==> src/cfl_pulse_former.sv <==
// package of constants for the recovery support logic, plus the pulse former
// assumes one clock domain; requests arrive as one-cycle pulses
package cfl_pkg;
  localparam int unsigned CLK_MHZ        = 100;
  localparam int unsigned FD_PULSE_NS    = 80;
  localparam int unsigned FD_PULSE_CYC   =
    (FD_PULSE_NS * CLK_MHZ + 999) / 1000;
  localparam int unsigned REF_DIV_N      = 16;
  localparam int unsigned VCO_DIV_X      = 4;
  localparam int unsigned FD_CNT_W       = 16;
  localparam int unsigned FD_WIN_LO      = 100;
  localparam int unsigned FD_WIN_HI      = 120;
  localparam int unsigned LOS_INTERVAL   = 65536;
  localparam int unsigned LOS_SET_THR    = 128;
  localparam int unsigned LOS_CLR_THR    = 65;
  localparam int unsigned ERR_CNT_W      = 17;
  localparam int unsigned DIV_CNT_W      = 17;
  localparam int unsigned PULSE_CNT_W    = 8;
endpackage

`timescale 1ns/1ps
module cfl_pulse_former #(
  parameter int unsigned WIDTH = cfl_pkg::FD_PULSE_CYC
) (
  input  wire logic clk,
  input  wire logic rst,
  input  wire logic sync_rst,
  input  wire logic up_req,
  input  wire logic dn_req,
  output logic      up_pulse,
  output logic      dn_pulse
);
  import cfl_pkg::*;

  logic [PULSE_CNT_W-1:0] cnt_reg;
  logic [PULSE_CNT_W-1:0] cnt_next;
  logic                   up_reg;
  logic                   up_next;
  logic                   dn_reg;
  logic                   dn_next;

  // one fixed-width pulse per request; a request during a pulse restarts it
  always_comb begin
    cnt_next = cnt_reg;
    up_next  = up_reg;
    dn_next  = dn_reg;
    if (sync_rst) begin
      cnt_next = '0;
      up_next  = 1'b0;
      dn_next  = 1'b0;
    end else if (up_req || dn_req) begin
      cnt_next = PULSE_CNT_W'(WIDTH);
      up_next  = up_req;
      dn_next  = dn_req && !up_req;
    end else if (cnt_reg > PULSE_CNT_W'(1)) begin
      cnt_next = cnt_reg - PULSE_CNT_W'(1);
    end else begin
      cnt_next = '0;
      up_next  = 1'b0;
      dn_next  = 1'b0;
    end
  end

  always_ff @(posedge clk or posedge rst) begin
    if (rst) begin
      cnt_reg <= '0;
      up_reg  <= 1'b0;
      dn_reg  <= 1'b0;
    end else begin
      cnt_reg <= cnt_next;
      up_reg  <= up_next;
      dn_reg  <= dn_next;
    end
  end

  assign up_pulse = up_reg;
  assign dn_pulse = dn_reg;
endmodule

==> src/cfl_recovery_support.sv <==
// core-side logic beside a clock recovery macro: frequency window detector,
// phase signal gating, carrier-absent detection and 1:2 data split
// assumes reference clock, divided oscillator clock and error pulses are
// slow against CLK and come from outside its domain
`timescale 1ns/1ps
module cfl_recovery_support #(
  parameter int unsigned N_DIV     = cfl_pkg::REF_DIV_N,
  parameter int unsigned X_DIV     = cfl_pkg::VCO_DIV_X,
  parameter int unsigned WIN_LO    = cfl_pkg::FD_WIN_LO,
  parameter int unsigned WIN_HI    = cfl_pkg::FD_WIN_HI,
  parameter int unsigned LOS_INT   = cfl_pkg::LOS_INTERVAL,
  parameter int unsigned SET_THR   = cfl_pkg::LOS_SET_THR,
  parameter int unsigned CLR_THR   = cfl_pkg::LOS_CLR_THR
) (
  input  wire logic CLK,
  input  wire logic RST,
  input  wire logic SYNC_RST,
  input  wire logic REF_CLK,
  input  wire logic OSC_CLK,
  input  wire logic BIT_ERR,
  input  wire logic PD_UP_IN,
  input  wire logic PD_DOWN_IN,
  input  wire logic DATA_IN,
  input  wire logic DATA_VALID,
  input  wire logic SPLIT_RST,
  output logic      FD_UP,
  output logic      FD_DOWN,
  output logic      PD_UP_OUT,
  output logic      PD_DOWN_OUT,
  output logic      OUT_OF_WINDOW,
  output logic      CARRIER_ABSENT_FLAG,
  output logic      DATA_D1,
  output logic      DATA_D2
);
  import cfl_pkg::*;

  // two-stage synchronisers, third stage for edge detection
  logic [2:0] ref_sync_reg;
  logic [2:0] osc_sync_reg;
  logic [2:0] err_sync_reg;
  logic [1:0] pdu_sync_reg;
  logic [1:0] pdd_sync_reg;
  logic       ref_edge;
  logic       osc_edge;
  logic       err_edge;

  always_ff @(posedge CLK or posedge RST) begin
    if (RST) begin
      ref_sync_reg <= '0;
      osc_sync_reg <= '0;
      err_sync_reg <= '0;
      pdu_sync_reg <= '0;
      pdd_sync_reg <= '0;
    end else begin
      ref_sync_reg <= {ref_sync_reg[1:0], REF_CLK};
      osc_sync_reg <= {osc_sync_reg[1:0], OSC_CLK};
      err_sync_reg <= {err_sync_reg[1:0], BIT_ERR};
      pdu_sync_reg <= {pdu_sync_reg[0], PD_UP_IN};
      pdd_sync_reg <= {pdd_sync_reg[0], PD_DOWN_IN};
    end
  end

  assign ref_edge = ref_sync_reg[1] && !ref_sync_reg[2];
  assign osc_edge = osc_sync_reg[1] && !osc_sync_reg[2];
  assign err_edge = err_sync_reg[1] && !err_sync_reg[2];

  // frequency window detector
  logic [DIV_CNT_W-1:0] ndiv_reg;
  logic [DIV_CNT_W-1:0] ndiv_next;
  logic [DIV_CNT_W-1:0] xdiv_reg;
  logic [DIV_CNT_W-1:0] xdiv_next;
  logic [FD_CNT_W-1:0]  fcnt_reg;
  logic [FD_CNT_W-1:0]  fcnt_next;
  logic                 oow_reg;
  logic                 oow_next;
  logic                 fd_up_req;
  logic                 fd_dn_req;
  logic                 fd_end;
  logic                 x_tick;

  always_comb begin
    ndiv_next = ndiv_reg;
    xdiv_next = xdiv_reg;
    fcnt_next = fcnt_reg;
    oow_next  = oow_reg;
    fd_up_req = 1'b0;
    fd_dn_req = 1'b0;
    fd_end    = ref_edge && (ndiv_reg == DIV_CNT_W'(N_DIV - 1));
    x_tick    = osc_edge && (xdiv_reg == DIV_CNT_W'(X_DIV - 1));
    if (ref_edge) begin
      ndiv_next = fd_end ? '0 : ndiv_reg + DIV_CNT_W'(1);
    end
    if (osc_edge) begin
      xdiv_next = x_tick ? '0 : xdiv_reg + DIV_CNT_W'(1);
    end
    if (fd_end) begin
      fd_up_req = fcnt_reg < FD_CNT_W'(WIN_LO);
      fd_dn_req = fcnt_reg > FD_CNT_W'(WIN_HI);
      oow_next  = fd_up_req || fd_dn_req;
      fcnt_next = x_tick ? FD_CNT_W'(1) : '0;
    end else if (x_tick && fcnt_reg != '1) begin
      fcnt_next = fcnt_reg + FD_CNT_W'(1);
    end
    if (SYNC_RST) begin
      ndiv_next = '0;
      xdiv_next = '0;
      fcnt_next = '0;
      oow_next  = 1'b0;
      fd_up_req = 1'b0;
      fd_dn_req = 1'b0;
    end
  end

  always_ff @(posedge CLK or posedge RST) begin
    if (RST) begin
      ndiv_reg <= '0;
      xdiv_reg <= '0;
      fcnt_reg <= '0;
      oow_reg  <= 1'b0;
    end else begin
      ndiv_reg <= ndiv_next;
      xdiv_reg <= xdiv_next;
      fcnt_reg <= fcnt_next;
      oow_reg  <= oow_next;
    end
  end

  cfl_pulse_former #(
    .WIDTH    (FD_PULSE_CYC)
  ) u_pulse (
    .clk      (CLK),
    .rst      (RST),
    .sync_rst (SYNC_RST),
    .up_req   (fd_up_req),
    .dn_req   (fd_dn_req),
    .up_pulse (FD_UP),
    .dn_pulse (FD_DOWN)
  );

  // phase signal gating toward the macro phase inputs
  logic pdu_reg;
  logic pdu_next;
  logic pdd_reg;
  logic pdd_next;

  always_comb begin
    pdu_next = pdu_sync_reg[1] && !oow_next && !SYNC_RST;
    pdd_next = pdd_sync_reg[1] && !oow_next && !SYNC_RST;
  end

  always_ff @(posedge CLK or posedge RST) begin
    if (RST) begin
      pdu_reg <= 1'b0;
      pdd_reg <= 1'b0;
    end else begin
      pdu_reg <= pdu_next;
      pdd_reg <= pdd_next;
    end
  end

  // carrier-absent detection with hysteresis
  logic [DIV_CNT_W-1:0] lint_reg;
  logic [DIV_CNT_W-1:0] lint_next;
  logic [ERR_CNT_W-1:0] ecnt_reg;
  logic [ERR_CNT_W-1:0] ecnt_next;
  logic [ERR_CNT_W-1:0] ecnt_inc;
  logic                 flag_reg;
  logic                 flag_next;
  logic                 l_end;

  always_comb begin
    lint_next = lint_reg;
    flag_next = flag_reg;
    ecnt_inc  = ecnt_reg;
    if (err_edge && ecnt_reg != '1) begin
      ecnt_inc = ecnt_reg + ERR_CNT_W'(1);
    end
    ecnt_next = ecnt_inc;
    l_end     = ref_edge && (lint_reg == DIV_CNT_W'(LOS_INT - 1));
    if (ref_edge) begin
      lint_next = l_end ? '0 : lint_reg + DIV_CNT_W'(1);
    end
    if (ecnt_inc >= ERR_CNT_W'(SET_THR)) begin
      flag_next = 1'b1;
    end else if (l_end && ecnt_inc < ERR_CNT_W'(CLR_THR)) begin
      flag_next = 1'b0;
    end
    if (l_end) begin
      ecnt_next = '0;
    end
    if (SYNC_RST) begin
      lint_next = '0;
      ecnt_next = '0;
      flag_next = 1'b0;
    end
  end

  // every stage of the flag path takes the rising edge
  always_ff @(posedge CLK or posedge RST) begin
    if (RST) begin
      lint_reg <= '0;
      ecnt_reg <= '0;
      flag_reg <= 1'b0;
    end else begin
      lint_reg <= lint_next;
      ecnt_reg <= ecnt_next;
      flag_reg <= flag_next;
    end
  end

  // 1:2 data split, toggle held in a defined state by SPLIT_RST
  logic tog_reg;
  logic tog_next;
  logic d1_reg;
  logic d1_next;
  logic d2_reg;
  logic d2_next;

  always_comb begin
    tog_next = tog_reg;
    d1_next  = d1_reg;
    d2_next  = d2_reg;
    if (SPLIT_RST || SYNC_RST) begin
      tog_next = 1'b0;
    end else if (DATA_VALID) begin
      tog_next = !tog_reg;
      if (tog_reg) begin
        d2_next = DATA_IN;
      end else begin
        d1_next = DATA_IN;
      end
    end
  end

  always_ff @(posedge CLK or posedge RST) begin
    if (RST) begin
      tog_reg <= 1'b0;
      d1_reg  <= 1'b0;
      d2_reg  <= 1'b0;
    end else begin
      tog_reg <= tog_next;
      d1_reg  <= d1_next;
      d2_reg  <= d2_next;
    end
  end

  assign PD_UP_OUT           = pdu_reg;
  assign PD_DOWN_OUT         = pdd_reg;
  assign OUT_OF_WINDOW       = oow_reg;
  assign CARRIER_ABSENT_FLAG = flag_reg;
  assign DATA_D1             = d1_reg;
  assign DATA_D2             = d2_reg;
endmodule

==> config.mk <==
export PLATFORM = sky130hd
export DESIGN_NAME = cfl_recovery_support
export DESIGN_NICKNAME = d
export VERILOG_FILES = /design/src/cfl_pulse_former.sv /design/src/cfl_recovery_support.sv
export SDC_FILE = /design/constraint.sdc
export NUM_CORES = 1
export LEC_CHECK = 0
export ABC_AREA = 1
export BUFFER_PORTS_ARGS = -buffer_cell sky130_fd_sc_hd__buf_2
export CAP_MARGIN = 20
export CORE_UTILIZATION = 57
export CTS_BUF_LIST = sky130_fd_sc_hd__clkbuf_4 sky130_fd_sc_hd__clkbuf_8 sky130_fd_sc_hd__clkbuf_16
export DETAILED_ROUTE_END_ITERATION = 16
export PLACE_DENSITY = 0.74
export SETUP_SLACK_MARGIN = 0.15
export SLEW_MARGIN = 15
export SYNTH_ARGS = -nofsm -noshare
export SYNTH_HDL_FRONTEND = slang
export SYNTH_SLANG_ARGS = --single-unit
==> constraint.sdc <==
create_clock -name CLK -period 4.5 [get_ports CLK]
set_input_delay 0.675 -clock CLK [delete_from_list [all_inputs] [get_ports CLK]]
set_output_delay 0.675 -clock CLK [all_outputs]
set_load 0.02 [all_outputs]
Yosys cells after proc, flatten, opt, wreduce, memory -nomap -nowiden
Index checks and enable logic that the tools add are counted.
{ "word_totals": {"word_cells": 105, "in_bits": 11, "regBits": 114, "out_inout_bits": 8} }
{ "op_classes": {"n_addsub": 6, "n_bitwise": 2, "n_mux": 35, "reduce_logical": 31, "n_eq_ne": 6, "magnitude_cmp": 5} }
{ "op_table": {"columns": ["operator", "n"], "rows": [
  ["$mux 17", 12],
  ["$add 17x1->17 const B", 4],
  ["$mux 16", 3],
  ["$mux 8", 3],
  ["$eq 17x16->1 const B", 1],
  ["$eq 17x2->1 const B", 1],
  ["$eq 17x4->1 const B", 1],
  ["$ge 17x8->1 const B", 1],
  ["$lt 17x7->1 const B", 1],
  ["$mux 1", 17],
  ["$ne 17x17->1 const B", 1],
  ["$add 16x1->16 const B", 1],
  ["$gt 16x7->1 const B", 1],
  ["$lt 16x7->1 const B", 1],
  ["$ne 16x16->1 const B", 1],
  ["$logic_and 1x1->1", 14],
  ["$gt 8x1->1 const B", 1],
  ["$sub 8x1->8 const B", 1],
  ["$logic_not 1->1", 7],
  ["$reduce_and 3->1", 2],
  ["$reduce_bool 2->1", 3],
  ["$reduce_bool 3->1", 2],
  ["$logic_or 1x1->1", 3],
  ["$ne 3x2->1 const B", 1],
  ["$not 1->1", 2]
]} }

Longest topological paths before layout
{ "depth": {"depth_word": 9, "ltp_mapped": 18, "ltp_nobuf": 18} }

Modules after synthesis
A second synthesis with hierarchy kept.
{ "unflattened": {"hier_cells": 769, "hier_area_um2": 6254.7} }
{ "by_module_without_submodules": {"columns": ["module", "cells_per_inst", "area_each_um2", "n_inst", "seq_area_each_um2"], "rows": [
  ["cfl_recovery_support", 703, 5705.5, 1, 2602.5],
  ["cfl_pulse_former", 66, 549.3, 1, 250.2]
]} }

Worst setup path after synthesis
No wires, ideal clock.
{ "synth_timing": {"path_type": "register -> register", "start": "register ecnt_reg[0]", "end": "register flag_reg (netlist: CARRIER_ABSENT_FLAG)", "synth_period_minus_slack_ps": 2215, "path_stages_with_launch": 19, "arrival_ps": 2092, "path_slack_ps": 2285, "setup_ps": 123, "cell_sequence": "dfrtp_1 -> ha_1 -> nand2_1 -> nor2_1 -> nand4_1 -> nor3_1 -> ha_1 -> inv_1 -> nand3_2 -> nor2_1 -> nand2_1 -> nand2_1 -> nand2_1 -> inv_1 -> nand2_1 -> nor2_1 -> nand2_1 -> nor2_1 -> a21oi_1"} }
{ "synth_via": {"elab_chain_len": 6} }
{ "synth_rtl": {"columns": ["element", "line_no", "rtl"], "rows": [
  ["start, declared", "cfl_recovery_support.sv:164", "logic [ERR_CNT_W-1:0] ecnt_reg;"],
  ["start signal, assigned", "cfl_recovery_support.sv:206", "ecnt_reg <= ecnt_next;"],
  ["parallel branches: the longest is 2 deep, another holds $add 17x1->17", null, null],
  ["$mux 17 *", "cfl_recovery_support.sv:175", "if (err_edge && ecnt_reg != '1) begin"],
  ["$ge 17x8->1 / $lt 17x7->1 (equally long branches)", "cfl_recovery_support.sv:183, cfl_recovery_support.sv:185", null],
  ["$mux 1 / $logic_and 1x1->1 (equally long branches)", "cfl_recovery_support.sv:183, cfl_recovery_support.sv:185", null],
  ["$mux 1 / $reduce_bool 3->1 (equally long branches)", null, null],
  ["end signal, assigned", "cfl_recovery_support.sv:207", "flag_reg <= flag_next;"],
  ["end, declared", "cfl_recovery_support.sv:167", "logic flag_reg;"]
]} }
Mark *: on every way between the ends.
A chain may end at the register's enable or synchronous reset.

Worst setup path after layout
Same ends and word-level chain as after synthesis.

==> results.ini <==
[outcome]
outcome=finished, final reports clean

[route]
first_iter_violations=428
wl_um=13600
vias_per_cell=5.67
vias=5350
detail_route.wl_per_cell_um=14.4
drtAntennaViolNets=0
first_pass_iters=5
drc_errors=0

[cts]
cts_buffer_depth=2
h-tree-depth=4
post_cts_resized=0
cts_tree=yes
post_cts_buffers=0
cts_hold_buf=0
clk_pin_slew_ps=50
cts_sinks=114
clockRootBuffer=clkbuf_8
clk_latency_ps=540
numCtsBuffers=17

[cells_and_area]
fin_area_um2=6910
area_delta_synth_final_pct=12.1
utilization=0.664
nNetsFinal=818
drive_above_1_share=0.103
diodes=0

[logic_synthesis]
synth_area_um2=6170
netlist_instances=772
ys_seq_elements=114
yosysWarnings=0
yosysUniqueCellTypes=43
syn_avg_cell_area_um2=7.99
synth-seq-area-share=0.463
synth_nets=792

[sta]
tightest_slew_ps=908
rsz0062_at_grt=no
slew-limit-headroom=0.394
setup_violations=0
finalHoldViolCount=0
fin_skew_ps=12.1
fin_crit_ps=2670
setup_tns_ps=0
fin_crit_sh=0.593
fmax_mhz=375
finalMaxSlewViolations=0

[worst_setup_path]
worstSetupEndpointType=flop
worstPathMaxFanout=9
worstPathArrival_ps=3080
startpoint_type=flop
crit_type=reg -> reg
cp.required_ps=4910

[die]
row_count=37
fp.dieH_um=106
die_area_um2=11200
design.portCount=19
fp.dieW_um=106
core_um2=10400
start_util=0.592

[global_routing]
antenna_found_initial=0
grt_max_degree=75
gr-total-overflow=0
grt_use_total=0.262
grt_pass1_vias=5094
grt_pass1_wl_um=23000

[power]
ir_drop_v=0.000272
leakagePower_nw=3.17
power.density_nw_per_um2=384

[job]
drv_cap=0

[place]
dpl_cell_area_um2=6360
dp_hpwl_um=9200
io_buffers=18
place.gp.congestion=0.922

[min_path]
hold_class=in -> reg

cells by family after synthesis:
logic type                 after synthesis  synth area share
AOI/OAI and AO/OA                       69            0.0662
and+or+nand+nor                        433             0.326
xor gates and xnor gates                40            0.0568
adders and majority gates                9            0.0183
buffers and inverters                  107            0.0702
DFF                                    114             0.463
where the power goes:
part / switching [mW] / leakage [nW] / total [mW] / internal [mW]
clock network: 0.442 / 0.276 / 1.25 / 0.804
registers: 0.0413 / 1.54 / 1.12 / 1.08
logic: 0.187 / 1.35 / 0.289 / 0.103
total: 0.670 / 3.17 / 2.66 / 1.99
synth_stat cells (all sizes together):
library cell	instances	area [um^2]
a311oi	1	8.76
buf	8	61.3
a21oi	22	110
and3	1	6.26
nor3b	3	22.5
dfrtp	114	2850
inv	94	353
nor2	117	473
nand2	164	633
nor3	33	181
xor2	30	263
o211a	1	10.0
nand3	58	295
a211oi	4	30.0
xnor2	10	87.6
o22ai	3	18.8
and2	1	6.26
nand4	28	175
o31ai	1	7.51
nor4	13	109
a31oi	1	6.26
o21bai	1	7.51
nand3b	11	82.6
ha	9	113
o21ai	35	209
or3	1	6.26
or2	3	18.8
clkbuf	5	18.8
worst paths after layout:
check | start | to | slack, ps | depth (start not counted)
max reg2reg | ecnt_reg[0] | CARRIER_ABSENT_FLAG | 1830 | 18
max in group asynchronous | RST | ecnt_reg[12] | 3320 | 3
max | ecnt_reg[0] | CARRIER_ABSENT_FLAG | 1830 | 18
min | PD_DOWN_IN | pdd_sync_reg[0] | 240 | 1
min reg2reg | pdd_sync_reg[0] | pdd_sync_reg[1] | 350 | 0
min in group asynchronous | RST | u_pulse.dn_pulse | 340 | 2
layout make-up:
class	count	area [um^2]
Timing Repair Buffer	20	105
Tap cell	136	170
Sequential cell	114	2850
Clock inverter	5	52.6
Multi-Input combinational cell	551	2880
Inverter	94	355
Clock buffer	24	498
Fill cell	850	3500
cells in the final DEF (no fill, tap or decap), drive strengths merged, types with 3 or more instances in the layout:
cell | synthesis | routed
nor2 | 117 | 117
nand4 | 28 | 28
a21oi | 22 | 22
buf | 8 | 20
clkbuf | 5 | 24
o21ai | 35 | 35
xor2 | 30 | 30
dfrtp | 114 | 114
or2 | 3 | 3
nor4 | 13 | 13
clkinv | 0 | 3
nor3b | 3 | 3
xnor2 | 10 | 10
nand3 | 58 | 58
o22ai | 3 | 3
a211oi | 4 | 4
nand2 | 164 | 164
inv | 94 | 94
ha | 9 | 9
nor3 | 33 | 33
nand3b | 11 | 11
stage by stage:
step | hold slack, ps | power (mW) | setup WS [ps] | cells
floorplan | 331 | 1.36 | 809 | 772
global placement | 332 | 1.41 | 2050 | 915
detailed placement | 337 | 1.43 | 1910 | 915
CTS | 217 | 2.69 | 1850 | 944
global route | 229 | 2.78 | 1630 | 944
finish | 242 | 2.66 | 1830 | 944
worst max-delay path: stages (launching register included):
cell     delay [ps]
dfrtp_1         410
ha_1            250
nand2_1          80
nor2_1           50
nand4_1          90
nor3_1           50
ha_1            190
inv_1            80
nand3_2         160
nor2_1          470
nand2_1         150
nand2_1         100
nand2_1          50
inv_1            70
nand2_1          50
nor2_1           90
nand2_1          60
nor2_1           80
a21oi_1          60
per-layer routing:
layer	vias to the layer above	share of wire	GRT usage
met1	2568	0.45	0.330
li1	2585	-	-
met3	36	0.046	0.0632
met5	-	0	0
met2	161	0.48	0.426
met4	0	0.023	0.122
No activity file was read; power rests on OpenSTA's default activity.
